### config.mk
export PLATFORM = sky130hd
export DESIGN_NAME = adc_channel_result_regs
export DESIGN_NICKNAME = d
export VERILOG_FILES = /design/src/adc_result_pkg.sv /design/src/result_format.sv /design/src/adc_channel_result_regs.sv
export VERILOG_INCLUDE_DIRS = /design/src /design/src/src
export SDC_FILE = /design/constraint.sdc
export NUM_CORES = 1
export LEC_CHECK = 0
export BUFFER_PORTS_ARGS = -buffer_cell sky130_fd_sc_hd__buf_2
export CAP_MARGIN = 25
export CORE_UTILIZATION = 50
export CTS_BUF_LIST = sky130_fd_sc_hd__clkbuf_8
export DETAILED_ROUTE_END_ITERATION = 7
export PLACE_DENSITY = 0.8
export RECOVER_POWER = 100
export SYNTH_ARGS = -nofsm -noshare
export SYNTH_HDL_FRONTEND = slang
export SYNTH_SLANG_ARGS = --single-unit
### constraint.sdc
create_clock -name ref_clk -period 1.95 [get_ports ref_clk]
set_input_delay 0.2925 -clock ref_clk [delete_from_list [all_inputs] [get_ports ref_clk]]
set_output_delay 0.2925 -clock ref_clk [all_outputs]
set_load 0.005 [all_outputs]
### src/adc_result_regs.svh
`ifndef ADC_RESULT_REGS_SVH
`define ADC_RESULT_REGS_SVH

// Byte addresses on the serial register port
`define CHAN_OFF_ADDR 8'h2C
`define IBUS_RES_ADDR 8'h2D
`define IBAT_RES_ADDR 8'h2F
`define VBUS_RES_ADDR 8'h31

// Reset values
`define CHAN_OFF_RESET 8'h00
`define RESULT_RESET 16'h0000

// Channel bit positions, also the converter channel codes
`define CH_INPUT_CURRENT 7
`define CH_BATTERY_CURRENT 6
`define CH_INPUT_VOLTAGE 5
`define CH_BATTERY_VOLTAGE 4
`define CH_SYSTEM_VOLTAGE 3
`define CH_THERMISTOR 2
`define CH_DIE_TEMPERATURE 1
`define CH_MID_NODE_VOLTAGE 0
`define CH_COUNT 8

// Result field placement and clamp codes, in steps of the field
`define IBUS_LSB 1
`define IBUS_WIDTH 15
`define IBUS_MIN (-2000)
`define IBUS_MAX 2000
`define IBAT_LSB 3
`define IBAT_WIDTH 13
`define IBAT_MIN (-2000)
`define IBAT_MAX 1005
`define VBUS_LSB 2
`define VBUS_WIDTH 13
`define VBUS_MIN 0
`define VBUS_MAX 4000

`endif

### src/adc_result_pkg.sv
package adc_result_pkg;

	typedef enum logic [1:0] {
		SEQ_IDLE = 2'b00,
		SEQ_START = 2'b01,
		SEQ_WAIT = 2'b10,
		SEQ_DONE = 2'b11
	} seq_state_t;

	typedef logic signed [15:0] conv_code_t;

endpackage : adc_result_pkg

### src/result_format.sv
`timescale 1ns/1ps
`include "adc_result_regs.svh"

module result_format #(
	parameter int LSB = 1,
	parameter int WIDTH = 15,
	parameter int MIN = -2000,
	parameter int MAX = 2000
) (
	// Clock and reset
	input wire logic ref_clk,
	input wire logic rst,
	// Conversion in
	input wire logic load,
	input wire adc_result_pkg::conv_code_t code,
	// Register value
	output logic [15:0] result_q
);

	localparam logic signed [15:0] LO = 16'(MIN);
	localparam logic signed [15:0] HI = 16'(MAX);

	logic signed [15:0] clamped;
	logic [15:0] result_d;

	always_comb
	begin
		if (code < LO)
			clamped = LO;
		else if (code > HI)
			clamped = HI;
		else
			clamped = code;
		result_d = result_q;
		if (load)
		begin
			// Unused positions stay zero
			result_d = `RESULT_RESET;
			result_d[LSB +: WIDTH] = clamped[WIDTH-1:0];
		end
	end

	always_ff @(posedge ref_clk)
	begin
		if (rst)
			result_q <= `RESULT_RESET;
		else
			result_q <= result_d;
	end
endmodule : result_format

### src/adc_channel_result_regs.sv
`timescale 1ns/1ps
`include "adc_result_regs.svh"

// Summary of operation
// - Channel-off bits, 7 input current down to 0 mid node voltage; 1 skips a channel.
// - The channel-off register is read-write and clears to zero on reset and on register reset.
// - Input current sits in bits 15:1 as two's complement, positive from input bus to mid node.
// - Input current uses 2.5 mA steps and clamps between codes 7830h and 7D0h.
// - Battery current sits in bits 15:3 as two's complement, 5 mA steps, positive on charge.
// - Battery current clamps between codes 1830h and 3EDh.
// - Input voltage sits unsigned in bits 14:2, 5 mV steps, clamped high at FA0h.
// - Each result register is 16 bits, read-only, and zero after reset until a conversion.
// - Conversions loop over enabled channels in continuous mode and make one pass in one-shot.
module adc_channel_result_regs (
	// Clock and reset
	input wire logic ref_clk,
	input wire logic rst,
	input wire logic soft_reg_reset,
	// Byte register port from the serial engine
	input wire logic [7:0] reg_addr,
	input wire logic reg_wr,
	input wire logic reg_rd,
	input wire logic [7:0] reg_wdata,
	output logic [7:0] reg_rdata,
	// Converter control
	input wire logic conv_run,
	input wire logic single_pass,
	output logic conv_start,
	output logic [2:0] conv_sel,
	output logic pass_done,
	// Converter results
	input wire logic conv_valid,
	input wire adc_result_pkg::conv_code_t conv_code,
	// Channel gates
	output logic [7:0] channel_off
);

	adc_result_pkg::seq_state_t state_q, state_d;
	logic [2:0] sel_q, sel_d;
	logic [7:0] chan_off_q, chan_off_d;
	logic [7:0] rdata_q, rdata_d;
	logic [3:0] pick;
	logic [3:0] first;
	logic chan_wr;
	logic [15:0] ibus_q, ibat_q, vbus_q;
	logic ibus_load, ibat_load, vbus_load;

	// Highest enabled channel below limit; bit 3 flags a hit
	function automatic logic [3:0] next_chan(input logic [7:0] off, input logic [3:0] limit);
		logic [3:0] r;
		r = 4'h0;
		for (int i = 0; i < `CH_COUNT; i++)
		begin
			if (4'(i) < limit && !off[i])
				r = {1'b1, 3'(i)};
		end
		return r;
	endfunction : next_chan

	assign chan_wr = reg_wr && reg_addr == `CHAN_OFF_ADDR;
	assign channel_off = chan_off_q;
	assign conv_start = state_q == adc_result_pkg::SEQ_START;
	assign conv_sel = sel_q;
	assign reg_rdata = rdata_q;

	// Register file
	always_comb
	begin
		chan_off_d = chan_off_q;
		if (soft_reg_reset)
			chan_off_d = `CHAN_OFF_RESET;
		else if (chan_wr)
			chan_off_d = reg_wdata;
		rdata_d = rdata_q;
		if (reg_rd)
		begin
			// Unmapped read addresses fall through to the default and return zero
			unique case (reg_addr)
				`CHAN_OFF_ADDR: rdata_d = chan_off_q;
				`IBUS_RES_ADDR: rdata_d = ibus_q[7:0];
				`IBUS_RES_ADDR + 8'h01: rdata_d = ibus_q[15:8];
				`IBAT_RES_ADDR: rdata_d = ibat_q[7:0];
				`IBAT_RES_ADDR + 8'h01: rdata_d = ibat_q[15:8];
				`VBUS_RES_ADDR: rdata_d = vbus_q[7:0];
				`VBUS_RES_ADDR + 8'h01: rdata_d = vbus_q[15:8];
				default: rdata_d = 8'h00;
			endcase
		end
	end

	always_ff @(posedge ref_clk)
	begin
		if (rst)
		begin
			chan_off_q <= `CHAN_OFF_RESET;
			rdata_q <= 8'h00;
		end
		else
		begin
			chan_off_q <= chan_off_d;
			rdata_q <= rdata_d;
		end
	end

	// Conversion sequencer
	always_comb
	begin
		state_d = state_q;
		sel_d = sel_q;
		pass_done = 1'b0;
		pick = next_chan(chan_off_q,
			(state_q == adc_result_pkg::SEQ_WAIT) ? {1'b0, sel_q} : 4'h8);
		first = next_chan(chan_off_q, 4'h8);
		unique case (state_q)
			adc_result_pkg::SEQ_IDLE:
			begin
				if (conv_run && pick[3])
				begin
					state_d = adc_result_pkg::SEQ_START;
					sel_d = pick[2:0];
				end
			end
			adc_result_pkg::SEQ_START:
				state_d = adc_result_pkg::SEQ_WAIT;
			adc_result_pkg::SEQ_WAIT:
			begin
				if (conv_valid)
				begin
					if (pick[3])
					begin
						state_d = adc_result_pkg::SEQ_START;
						sel_d = pick[2:0];
					end
					else
					begin
						pass_done = 1'b1;
						if (single_pass)
							state_d = adc_result_pkg::SEQ_DONE;
						else if (first[3])
						begin
							state_d = adc_result_pkg::SEQ_START;
							sel_d = first[2:0];
						end
						else
							state_d = adc_result_pkg::SEQ_IDLE;
					end
				end
			end
			adc_result_pkg::SEQ_DONE:
				state_d = adc_result_pkg::SEQ_DONE;
		endcase
		// Dropping run aborts a conversion; a late result is then discarded
		if (!conv_run)
			state_d = adc_result_pkg::SEQ_IDLE;
	end

	always_ff @(posedge ref_clk)
	begin
		if (rst)
		begin
			state_q <= adc_result_pkg::SEQ_IDLE;
			sel_q <= 3'h0;
		end
		else
		begin
			state_q <= state_d;
			sel_q <= sel_d;
		end
	end

	// Result capture
	assign ibus_load = conv_valid && state_q == adc_result_pkg::SEQ_WAIT
		&& sel_q == 3'(`CH_INPUT_CURRENT);
	assign ibat_load = conv_valid && state_q == adc_result_pkg::SEQ_WAIT
		&& sel_q == 3'(`CH_BATTERY_CURRENT);
	assign vbus_load = conv_valid && state_q == adc_result_pkg::SEQ_WAIT
		&& sel_q == 3'(`CH_INPUT_VOLTAGE);

	result_format #(.LSB(`IBUS_LSB), .WIDTH(`IBUS_WIDTH), .MIN(`IBUS_MIN), .MAX(`IBUS_MAX))
	u_ibus (
		.ref_clk(ref_clk),
		.rst(rst),
		.load(ibus_load),
		.code(conv_code),
		.result_q(ibus_q)
	);

	result_format #(.LSB(`IBAT_LSB), .WIDTH(`IBAT_WIDTH), .MIN(`IBAT_MIN), .MAX(`IBAT_MAX))
	u_ibat (
		.ref_clk(ref_clk),
		.rst(rst),
		.load(ibat_load),
		.code(conv_code),
		.result_q(ibat_q)
	);

	result_format #(.LSB(`VBUS_LSB), .WIDTH(`VBUS_WIDTH), .MIN(`VBUS_MIN), .MAX(`VBUS_MAX))
	u_vbus (
		.ref_clk(ref_clk),
		.rst(rst),
		.load(vbus_load),
		.code(conv_code),
		.result_q(vbus_q)
	);
endmodule : adc_channel_result_regs

# Word level (Yosys, flattened, before mapping)

Cells that the tools add are included.

Register bits after elaboration: 62
Output and inout bits: 21
Word-level logic and storage cells: 105

Magnitude comparators: 13
Equal/unequal tests: 17
Mux-type cells: 39
Bitwise logic cells: 1
Reduce and logical (&&, ||, !) cells: 28

Operators with widths:

| cell                                                                    | number |
|---|---|
| 4-bit two-way mux                                                       | 17 |
| 8-bit by 6-bit equality test with 1-bit output (second input constant)  | 7 |
| 8-bit one-hot mux with 7 select lines                                   | 1 |
| 13-bit two-way mux                                                      | 4 |
| 15-bit two-way mux                                                      | 2 |
| 16-bit by 11-bit > comparator with 1-bit output (second input constant) | 1 |
| 16-bit by 12-bit > comparator with 1-bit output (second input constant) | 1 |
| 16-bit by 13-bit > comparator with 1-bit output (second input constant) | 1 |
| 16-bit by 1-bit < comparator with 1-bit output (second input constant)  | 1 |
| 16-bit by 12-bit < comparator with 1-bit output (second input constant) | 1 |
| 3-bit by 4-bit < comparator with 1-bit output (first input constant)    | 4 |
| 3-bit two-way mux                                                       | 5 |
| 1-bit logical AND                                                       | 14 |
| 3-bit equality test (second input constant)                             | 3 |
| 1-bit logical NOT                                                       | 8 |
| 1-bit by 4-bit < comparator with 1-bit output (first input constant)    | 2 |
| 2-bit by 4-bit < comparator with 1-bit output (first input constant)    | 2 |
| 2-bit two-way mux                                                       | 4 |
| 2-bit one-hot mux with 4 select lines                                   | 1 |
| 3-bit inequality test (second input constant)                           | 2 |
| 3-bit one-hot mux with 2 select lines                                   | 1 |
| 5-bit AND reduction                                                     | 1 |
| 2-bit equality test (second input constant)                             | 2 |
| 1-bit two-way mux                                                       | 4 |
| other kinds (7)                                                         | 9 |

# Logic depth before layout (Yosys ltp)

Gate-level depths: netlist of the first run.

Depth after elaboration: 15
Depth in mapped cells: 7

# By module

Synthesis of the first run repeated with hierarchy kept, for this count alone.

Cells, all modules: 440
Area, all modules: 3676.0 sq um

Modules (own cells, without submodules):

| module                  | instances | cells each | area each (sq um) |
|---|---|---|---|
| adc_channel_result_regs | 1         | 235        | 1811.7 |
| result_format (u_ibus)  | 1         | 82         | 716.9 |
| result_format (u_ibat)  | 1         | 75         | 631.9 |
| result_format (u_vbus)  | 1         | 48         | 515.5 |

# Least setup slack after synthesis of the first run

Ideal clock, no wire load.

Kind: register to register
Start point: reg chan_off_q[6], in the netlist channel_off[6]
End point: reg sel_q[1], in the netlist conv_sel[1]
Setup time: 125 ps
Arrival: 1601 ps
Required time: 1825 ps
Slack: 224 ps
Cell stages (with the launch flop): 7
Period minus slack after synthesis: 1726 ps
Path through: dfxtp_1 -> clkbuf_8 -> and4_1 -> a211oi_1 -> a31oi_2 -> and2_1 -> o41a_1

Word-level cells in the longest chain between the ends: 7
Elaborated cells on any way between the ends: 17
Those cells by class: eq/ne (3); mux (10); reduce/logical (4)

RTL lines:

| element                                                                      | line                                                           | RTL |
|---|---|---|
| start: declaration                                                           | adc_channel_result_regs.sv:40                                  | `logic [7:0] chan_off_q, chan_off_d;` |
| start signal: assignment                                                     | adc_channel_result_regs.sv:95                                  | `` chan_off_q <= `CHAN_OFF_RESET; `` |
| start signal: assignment                                                     | adc_channel_result_regs.sv:100                                 | `chan_off_q <= chan_off_d;` |
| 4-bit two-way mux or 1-bit logical NOT (tied branches)                       | --                                                             |  |
| 4-bit two-way mux or 1-bit logical AND (tied branches)                       | adc_channel_result_regs.sv:54                                  | `if (4'(i) < limit && !off[i])` |
| 3-bit two-way mux or 4-bit two-way mux (tied branches)                       | adc_channel_result_regs.sv:139, adc_channel_result_regs.sv:54  |  |
| 3-bit two-way mux or 4-bit two-way mux (tied branches)                       | adc_channel_result_regs.sv:137, adc_channel_result_regs.sv:54  |  |
| 3-bit two-way mux or 1-bit logical AND (tied branches)                       | adc_channel_result_regs.sv:129, adc_channel_result_regs.sv:117 |  |
| 3-bit two-way mux or 2-bit inequality test (tied branches)                   | --                                                             |  |
| 3-bit one-hot mux with 2 select lines or 5-bit AND reduction (tied branches) | --                                                             |  |
| end signal: assignment                                                       | adc_channel_result_regs.sv:167                                 | `sel_q <= sel_d;` |
| end: declaration                                                             | adc_channel_result_regs.sv:39                                  | `logic [2:0] sel_q, sel_d;` |

Parallel ways exist; a longest one is shown, timed or not. The select of a mux whose other input is x is not followed.
A chain may end at the register's enable or synchronous reset.

# Worst setup path in the final report of the first run

Start point: reg state_q[0]
End point: reg sel_q[1], in the netlist conv_sel[1]

Word-level cells in the longest chain between the ends: 15
Elaborated cells on any way between the ends: 38
Those cells by class: order compare (8); eq/ne (5); mux (13); reduce/logical (12)

RTL lines:

| element                                                                      | line                                                           | RTL |
|---|---|---|
| start: declaration                                                           | adc_channel_result_regs.sv:38                                  | `adc_result_pkg::seq_state_t state_q, state_d;` |
| start signal: assignment                                                     | adc_channel_result_regs.sv:161                                 | `state_q <= adc_result_pkg::SEQ_IDLE;` |
| start signal: assignment                                                     | adc_channel_result_regs.sv:166                                 | `state_q <= state_d;` |
| 2-bit equality test                                                          | adc_channel_result_regs.sv:112, adc_channel_result_regs.sv:114 |  |
| 4-bit two-way mux                                                            | adc_channel_result_regs.sv:112                                 | `(state_q == adc_result_pkg::SEQ_WAIT) ? {1'b0, sel_q} : 4'h8);` |
| 1-bit by 4-bit < comparator with 1-bit output                                | adc_channel_result_regs.sv:54                                  |  |
| 1-bit logical AND                                                            | adc_channel_result_regs.sv:54                                  |  |
| 4-bit two-way mux (8 in a row)                                               | adc_channel_result_regs.sv:54                                  |  |
| 3-bit two-way mux or 1-bit logical AND (tied branches)                       | adc_channel_result_regs.sv:129, adc_channel_result_regs.sv:117 |  |
| 3-bit two-way mux or 2-bit inequality test (tied branches)                   | --                                                             |  |
| 3-bit one-hot mux with 2 select lines or 5-bit AND reduction (tied branches) | --                                                             |  |

Parallel ways exist; a longest one is shown, timed or not. The select of a mux whose other input is x is not followed.

==> results of run 1 <==
[power by group]
group | internal [W] | switching [W] | total [W]
sequential | 0.00127 | 0.0000282 | 0.00130
combinational | 0.000112 | 0.000169 | 0.000280
clock | 0.000450 | 0.000527 | 0.000977
total | 0.00184 | 0.000724 | 0.00256
[state kept, by name, summed over array words and instances (netlist names)]
register and flops:
channel_off 8, conv_sel 3, u_vbus.result_q 13, u_ibat.result_q 13, reg_rdata 8, state_q 2
u_ibus.result_q 15
[routing by layer]
| metal | vias up | GRT usage (%) | share of wire (%) |
|---|---|---|---|
| li1 | 1733 | - | - |
| met1 | 1711 | 37.8 | 42 |
| met2 | 172 | 47.6 | 46 |
| met3 | 46 | 6.23 | 7.8 |
| met4 | 0 | 16.2 | 4.1 |
| met5 | - | 0 | 0 |
[worst register-to-register path: cells and delay by family (launching register included)]
family,cells,cell delay [ns]
flip-flops,1,0.39
AO/OA/AOI/OAI,3,0.88
AND/OR/NAND/NOR,2,0.55
[metrics by stage]
stage / hold WS, ns / std cells / setup TNS, ns
5_1_grt: 0.209 / 581 / -0.180
3_5_place_dp: 0.450 / 560 / -0.0365
4_1_cts: 0.179 / 578 / 0
3_3_place_gp: 0.438 / 560 / -0.0118
2_1_floorplan: 0.418 / 423 / 0
6_report: 0.190 / 581 / 0
[placed cells by master, fill, tap and decap left out, types with 4 or more instances in the layout]
cell and n:
dfxtp_2 5, nand4_1 11, dfxtp_1 53, o211ai_1 9, nor4_1 5, nand3_1 12
nor3_1 12, a31oi_1 4, nor2_1 39, a221oi_1 6, a22o_1 5, inv_1 12
buf_2 57, and2_1 6, buf_4 35, clkbuf_8 9, nor2b_1 5, a21oi_1 41
o21ai_0 13, nand2_1 43, nand2b_1 6, dfxtp_4 4, mux2i_1 15, a22oi_1 7
[worst paths after layout]
kind	start	endpoint	slack [ns]
max	state_q[0]	conv_sel[1]	0.02
min	reg_wdata[4]	channel_off[4]	0.19
max reg2reg	state_q[0]	conv_sel[1]	0.02
min reg2reg	u_vbus.result_q[2]	u_vbus.result_q[2]	0.46
[synthesized netlist by cell type, types with 6 or more instances]
library cell and number:
a21oi_1 41, a221oi_1 6, a22oi_1 7, and2_1 6
clkbuf_1 14, dfxtp_1 62, inv_1 11, mux2i_1 15
nand2_1 44, nand2b_1 6, nand3_1 12, nand4_1 11
nor2_1 40, nor3_1 12, o211ai_1 9, o21ai_0 14
[repair_timing]
item / in CTS / in global routing
pin swaps: 4 / 5
hold buffers: 0 / 0
gates resized for setup: 13 / 11
setup endpoints to repair: 1 / 10
setup buffers: 3 / 3
endpoints found under the hold margin: 0 / 0
[cells by family after synthesis]
kind of cell           Yosys count  synth area share (%)
buffers and inverters           40                  6.26
AND/OR/NAND/NOR                178                  27.7
flip-flops                      62                  35.9
multiplexers                    17                  4.99
AO/OA/AOI/OAI                  126                  25.2
[cell type report]
cell class	count	area share (%)
Multi-Input combinational cell	321	49.2
Sequential cell	62	30.2
Timing Repair Buffer	95	13.4
Clock buffer	9	2.96
Tap cell	77	2.30
Clock inverter	6	0.987
Inverter	11	0.987
==> reports/results.ini, run 1 <==
[outcome]
status = complete, no violations

[cells_and_area]
fillers = 546
post-route-util_pct = 64.4
drive_gt1_share_pct = 28.0
final-seq-area_sq_um = 1260
multi_input_area_sq_um = 2060
design_area_sq_um = 4180
fin_nets = 540
area_growth_pct = 21.0
n_antenna_cell = 0

[yosys]
netlist_area_sq_um = 3460
ys_seq_elements = 62
synth_cell_types = 73
synth_area_leaders = dfxtp_1 (36%), a21oi_1 (5.9%), nand2_1 (4.8%)
yosys.area.top_type = dfxtp_1
ys.flop_type = dfxtp_1
netlist_instances = 423
yosysSeqAreaShare_pct = 35.9
syn_area_per_cell_sq_um = 8.17
syn_nets = 463
synth_edf_count = 0
async_flop_share_pct = 0
synthDominantCellAreaShare_pct = 35.9
ys_warn_count = 0

[timing]
min_period_ns = 1.93
layout_setup_ws_ns = 0.0179
grt_setup_unrepaired = yes
relSlewSlack_pct = 58.4
setup_viol = 0
skew_ns = 0.00733
fin_crit_sh_pct = 99.1
fmax_mhz = 518
max_slew.worst_pin.slew_ns = 0.624
drv_slew = 0
hold_viol_final = 0

[placed_design]
place_area_sq_um = 3900
port_buffers = 60
gp_congestion = 1.01
dp_hpwl_microns = 7770
place_ws_ns = -0.0365

[worst_hold_path]
worstHoldPathCells = 3
min_path_type = in -> reg

[power_and_ir_drop]
pwr_density_cell_nw_per_um2 = 612
post-layout-total-power_w = 0.00256
peakVddDrop_v = 0.000448
leakage_nw = 1.58

[floorplanning]
die_width_microns = 85.2
die_h_microns = 85.2
coreArea_sq_um = 6490
fp.dieArea_sq_um = 7250
start_util_pct = 53.2
pin_count = 61
std_cell_rows = 29

[detailed_routing]
drt_iter0_drc = 337
viasPerCell = 6.30
routed_wl_microns = 10500
drc = 0
antenna_left = 0
drt_pass1_iterations = 5
wire_per_inst_microns = 18.1
vias = 3662

[cts]
clock_sinks = 62
path_clk_slew_ns = 0.07
htreeDepth = 3
cts_tree = built
worstSkewPairLatency_ns = 0.35
cts_root_buf = clkbuf_8
clock_path_buffers = 2
cts_buffers = 9

[critical_path]
worstPathArrival_ns = 2.16
cp.depth = 5
start_kind = flop
cp_data_required_time_ns = 2.18
end_kind = flop
crit_family = compound AO/OA/AOI/OAI gates
path_buf_inv = 0
crit_path_max_incr_delay_ns = 0.42
cp_max_fo = 12
ff2ff_path_depth = 5
critPathSlowestCell = o41a_1
path_cells = nand3b_1 > a211oi_1 > a31oi_2 > and2_1 > o41a_1
crit_type = reg -> reg

[run]
maxCapViolCount = 0

[global_routing]
grt_first_pass_wirelength_microns = 16700
grt_usage_pct = 29.8
antenna_found_initial = 0
grt_pass1_vias = 3492
overflow = 0
grt_max_degree = 33

No activity file was read; power rests on OpenSTA's default activity.
==> inputs of run 2 (changes only) <==
- RECOVER_POWER: 100 -> 25
- REMOVE_ABC_BUFFERS: unset -> 1
==> run 2 against run 1 <==
  * The run now ends with setup timing left
  * Via count rose by 1.7%
  * Total power increased by 14%
  * Register-to-register slack worse by 0.02 ns
  * Die area unchanged
  * Sequential power about the same
==> reports/results.ini, run 2 (same netlist as run 1, synthesis figures left out) <==
[outcome]
status = finished with violations
violations = setup timing

[cells_and_area]
regMostFlops = u_ibus.result_q
multi_input_area_sq_um = 2040
n_antenna_cell = 0
final-seq-area_sq_um = 1260
fillers = 525
final_common_cell = buf_2
largest_registers = u_ibus.result_q x15, u_ibat.result_q x13, u_vbus.result_q x13
largest_register_ffs = 15
post-route-util_pct = 66.3
fin_nets = 551
final_cells = 593
layout_common_cells = buf_2 (58), dfxtp_1 (55), nand2_1 (43), buf_4 (43), a21oi_1 (41)
drive_gt1_share_pct = 28.9
area_growth_pct = 24.6

[cts]
hold_buffers = 0
htreeDepth = 3
cts_root_buf = clkbuf_8
cts_buffers = 9
path_clk_slew_ns = 0.08
clock_sinks = 62
clock_path_buffers = 2
cts_tree = built
worstSkewPairLatency_ns = 0.36

[detailed_routing]
drc = 0
routed_wl_microns = 10700
vias = 3724
drt_iter0_drc = 209
drt_pass1_iterations = 6
viasPerCell = 6.28
wire_per_inst_microns = 18.0
antenna_left = 0

[placed_design]
dp.cells = 565
port_buffers = 60
gp_congestion = 0.940
dp_hpwl_microns = 7480

[global_routing]
grt_usage_pct = 30.6
grt_pass1_vias = 3613
grt_first_pass_wirelength_microns = 17400
antenna_found_initial = 0
grt_max_degree = 20
overflow = 0

[timing]
max_slew.worst_pin.slew_ns = 0.557
setup_viol = 1
drv_slew = 0
hold_viol_final = 0
holdWs_ns = 0.168
fmax_mhz = 494
skew_ns = 0.00721
grt_setup_unrepaired = yes
fin_crit_sh_pct = 104
layout_setup_ws_ns = -0.0760
relSlewSlack_pct = 62.9
min_period_ns = 2.03

[power_and_ir_drop]
pwr_density_cell_nw_per_um2 = 679
leakage_nw = 1.65
peakVddDrop_v = 0.000520

[critical_path]
crit_type = reg -> out
critPathSlowestCell = dfxtp_1
path_buf_inv = 1
cp.depth = 6
ff2ff_path_depth = 6
cp_data_required_time_ns = 1.66
worstPathArrival_ns = 1.73
start_kind = flop
cp_max_fo = 6
end_kind = primary output
crit_path_max_incr_delay_ns = 0.38
crit_family = simple AND/OR/NAND/NOR gates
path_cells = and4_1 > a211oi_2 > nand2_2 > nand3_1 > nor2_1 > buf_2

[run]
maxCapViolCount = 0

[floorplanning]
coreArea_sq_um = 6490
start_util_pct = 53.2
fp.dieArea_sq_um = 7250
std_cell_rows = 29
die_h_microns = 85.2
die_width_microns = 85.2
pin_count = 61

[worst_hold_path]
worstHoldPathCells = 3
min_path_type = in -> reg

[run 2: cell types whose count changed in the layout (fill, tap and decap cells not counted), sizes merged]
cell	before	now
clkinv	3	2
clkinvlp	2	1
buf	92	101
bufinv	0	2
clkbuf	12	15
[run 2: stage by stage]
stage          setup TNS, ns  power (W)  instance area, sq um  setup WS (ns)
6_report             -0.0760    0.00292                  4310        -0.0760
5_1_grt               -0.153    0.00300                  4310         -0.111
4_1_cts                    0    0.00291                  4280         0.0155
3_5_place_dp               0    0.00160                  3940        0.00777
3_3_place_gp               0    0.00159                  3940         0.0949
2_1_floorplan          -8.39    0.00144                  3280          -1.05
[run 2: timing repair]
item                       4_1_cts  5_1_grt
setup buffers                    7        5
setup endpoints to repair        1        7
resized for setup               18        4
pin swaps                        4        3
[run 2: power by group]
part | switching [W] | leakage, nW | internal, W
registers | 0.0000284 | 0.504 | 0.00127
logic | 0.000173 | 1.03 | 0.000121
clock network | 0.000566 | 0.113 | 0.000763
total | 0.000768 | 1.65 | 0.00216
[run 2: layer usage]
layer / GRT usage, % / up-vias / share of wire, %
met4: 18.2 / 0 / 2.8
met2: 50.1 / 199 / 48
met1: 37.5 / 1744 / 42
li1: - / 1752 / -
met3: 5.64 / 29 / 7.0
met5: 0 / - / 0
[run 2: layout make-up]
cell class / count / share of cell area, %
Timing Repair Buffer: 106 / 14.7
Clock inverter: 6 / 2.18
Tap cell: 77 / 2.24
Clock buffer: 10 / 3.19
Sequential cell: 62 / 29.3
Inverter: 11 / 0.958
Multi-Input combinational cell: 321 / 47.5
[run 2: final timing paths]
check	start	to	slack, ns
worst min register to register	u_vbus.result_q[3]	u_vbus.result_q[3]	0.46
worst max register to register	channel_off[1]	conv_sel[1]	0
worst min-delay path	reg_wdata[7]	channel_off[7]	0.17
worst max-delay path	channel_off[1]	pass_done	-0.08
[run 2: worst reg2reg max path: cells and delay by family, from the launching register on]
| kind | cells | cell delay [ns] |
|---|---|---|
| buf+inv | 1 | 0.19 |
| simple gates | 2 | 0.46 |
| flops | 1 | 0.38 |
| compound gates | 3 | 0.80 |
==> inputs of run 3 (changes only) <==
- RECOVER_POWER: 25 -> unset
==> run 3 against run 2 <==
  * The run still ends with setup timing left
  * Count of clock-buffer cells in the layout is the same
  * Combinational power is essentially flat
  * Clock power is essentially flat
  * Global-route usage is the same
  * Design area grew 0.32%
  * Routed wire length grew 0.23%
  * Setup slack gained 0.0079 ns
  * First-iteration DRC count grew 18%
  * Largest cell class unchanged
  * Largest power group unchanged
==> reports/results.ini, run 3 (same netlist as run 1, synthesis figures left out) <==
[outcome]
status = finished with violations
violations = setup timing

[power_and_ir_drop]
pwr_density_cell_nw_per_um2 = 677
leakage_nw = 1.67
post-layout-total-power_w = 0.00292
peakVddDrop_v = 0.000521

[timing]
relSlewSlack_pct = 63.0
holdWs_ns = 0.174
hold_viol_final = 0
setup_viol = 1
final.setup.tns_ns = -0.0681
fin_crit_sh_pct = 103
drv_slew = 0
skew_ns = 0.00801
grt_setup_unrepaired = yes
layout_setup_ws_ns = -0.0681
min_period_ns = 2.02
fmax_mhz = 496
max_slew.worst_pin.slew_ns = 0.555

[global_routing]
overflow = 0
grt_usage_pct = 30.6
grt_max_degree = 20
antenna_found_initial = 0
grt_pass1_vias = 3613
grt_first_pass_wirelength_microns = 17400

[worst_hold_path]
worstHoldPathCells = 3
hold_end = channel_off[7]
min_path_type = in -> reg
min_from = reg_wdata[7]

[cts]
cts_tree = built
clock_path_buffers = 2
hold_buffers = 0
worstSkewPairLatency_ns = 0.36
clock_sinks = 62
htreeDepth = 3
path_clk_slew_ns = 0.08
cts_buffers = 9
cts_root_buf = clkbuf_8

[run]
maxCapViolCount = 0

[floorplanning]
fp.dieArea_sq_um = 7250
die_h_microns = 85.2
std_cell_rows = 29
start_util_pct = 53.2
die_width_microns = 85.2
coreArea_sq_um = 6490
pin_count = 61

[placed_design]
gp_congestion = 0.940
place_ws_ns = 0.00777
dp_hpwl_microns = 7480
port_buffers = 60

[detailed_routing]
antenna_left = 0
wire_per_inst_microns = 18.1
routed_wl_microns = 10700
drt_iter0_drc = 247
drc = 0
viasPerCell = 6.32
drt_pass1_iterations = 5
vias = 3750

[cells_and_area]
fillers = 520
post-route-util_pct = 66.5
drive_gt1_share_pct = 29.8
final_common_cell = buf_2
final-seq-area_sq_um = 1260
area_growth_pct = 25.0
regMostFlops = u_ibus.result_q
largest_registers = u_ibus.result_q x15, u_ibat.result_q x13, u_vbus.result_q x13
fin_nets = 551
layout_common_cells = buf_2 (60), dfxtp_1 (55), buf_4 (46)
multi_input_area_sq_um = 2040
n_antenna_cell = 0
largest_register_ffs = 15

[critical_path]
cp.depth = 6
reg2reg_from = channel_off[1]
crit_path_max_incr_delay_ns = 0.38
end_kind = primary output
critPathSlowestCell = dfxtp_1
cp_data_required_time_ns = 1.66
crit_type = reg -> out
path_cells = and4_1 > a211oi_2 > nand2_2 > nand3_1 > nor2_1 > buf_2
ff2ff_path_depth = 6
start_kind = flop
rrSetupSlack_ns = 0.01
cp_max_fo = 6
path_buf_inv = 1
crit_family = simple AND/OR/NAND/NOR gates
rr_endpoint = conv_sel[1]
worstPathArrival_ns = 1.73

## run 3: cell count changes in the layout (fill, tap and decap cells not counted), sizes merged
cell    change
buf         +5
clkbuf      -5
## run 3: per-layer routing
metal  vias to the layer above  routed length [microns]  track usage (%)  part of all wire [%]
met5                         -                        0                0                     0
met3                        33                      787             5.64                   7.4
li1                       1756                        -                -                     -
met4                         0                      327             18.2                   3.1
met1                      1763                     4470             37.5                    42
met2                       198                     5120             50.1                    48
## run 3: per-stage QoR
step / cell area, sq um / instances
floorplan: 3280 / 394
global placement: 3940 / 565
detailed placement: 3940 / 565
CTS: 4280 / 588
global route: 4320 / 593
finish: 4320 / 593
## run 3: where the power goes
| group | switching (W) | internal [W] | total, W | leakage (nW) |
|---|---|---|---|---|
| sequential | 0.0000284 | 0.00127 | 0.00130 | 0.504 |
| combinational | 0.000174 | 0.000121 | 0.000295 | 1.05 |
| clock | 0.000565 | 0.000763 | 0.00133 | 0.113 |
## run 3: layout make-up
class	instances	area share [%]
Multi-Input combinational cell	321	47.3
Clock buffer	10	3.18
Timing Repair Buffer	106	14.9
Inverter	11	0.955
Sequential cell	62	29.2
Clock inverter	6	2.17
Tap cell	77	2.23
## run 3: worst min-delay path, cell delays in order
cell and delay, ns:
buf_2 0.08, mux2i_1 0.06, nor2_1 0.07
## run 3: what timing repair did
action	4_1_cts	5_1_grt
setup buffers	7	5
pin swaps	4	3
endpoints found under the setup margin	1	7
gates resized for setup	18	4
## run 3: how the worst max path moves through the flow
stage / from / slack (ns) / end
after floorplan: reg_addr[7] / -1.05 / channel_off[0]
after global placement: conv_sel[1] / 0.09 / pass_done
after detailed placement: conv_sel[2] / 0.008 / pass_done
after CTS: conv_sel[2] / 0.02 / pass_done
after global routing: channel_off[1] / -0.11 / pass_done
final: channel_off[1] / -0.07 / pass_done
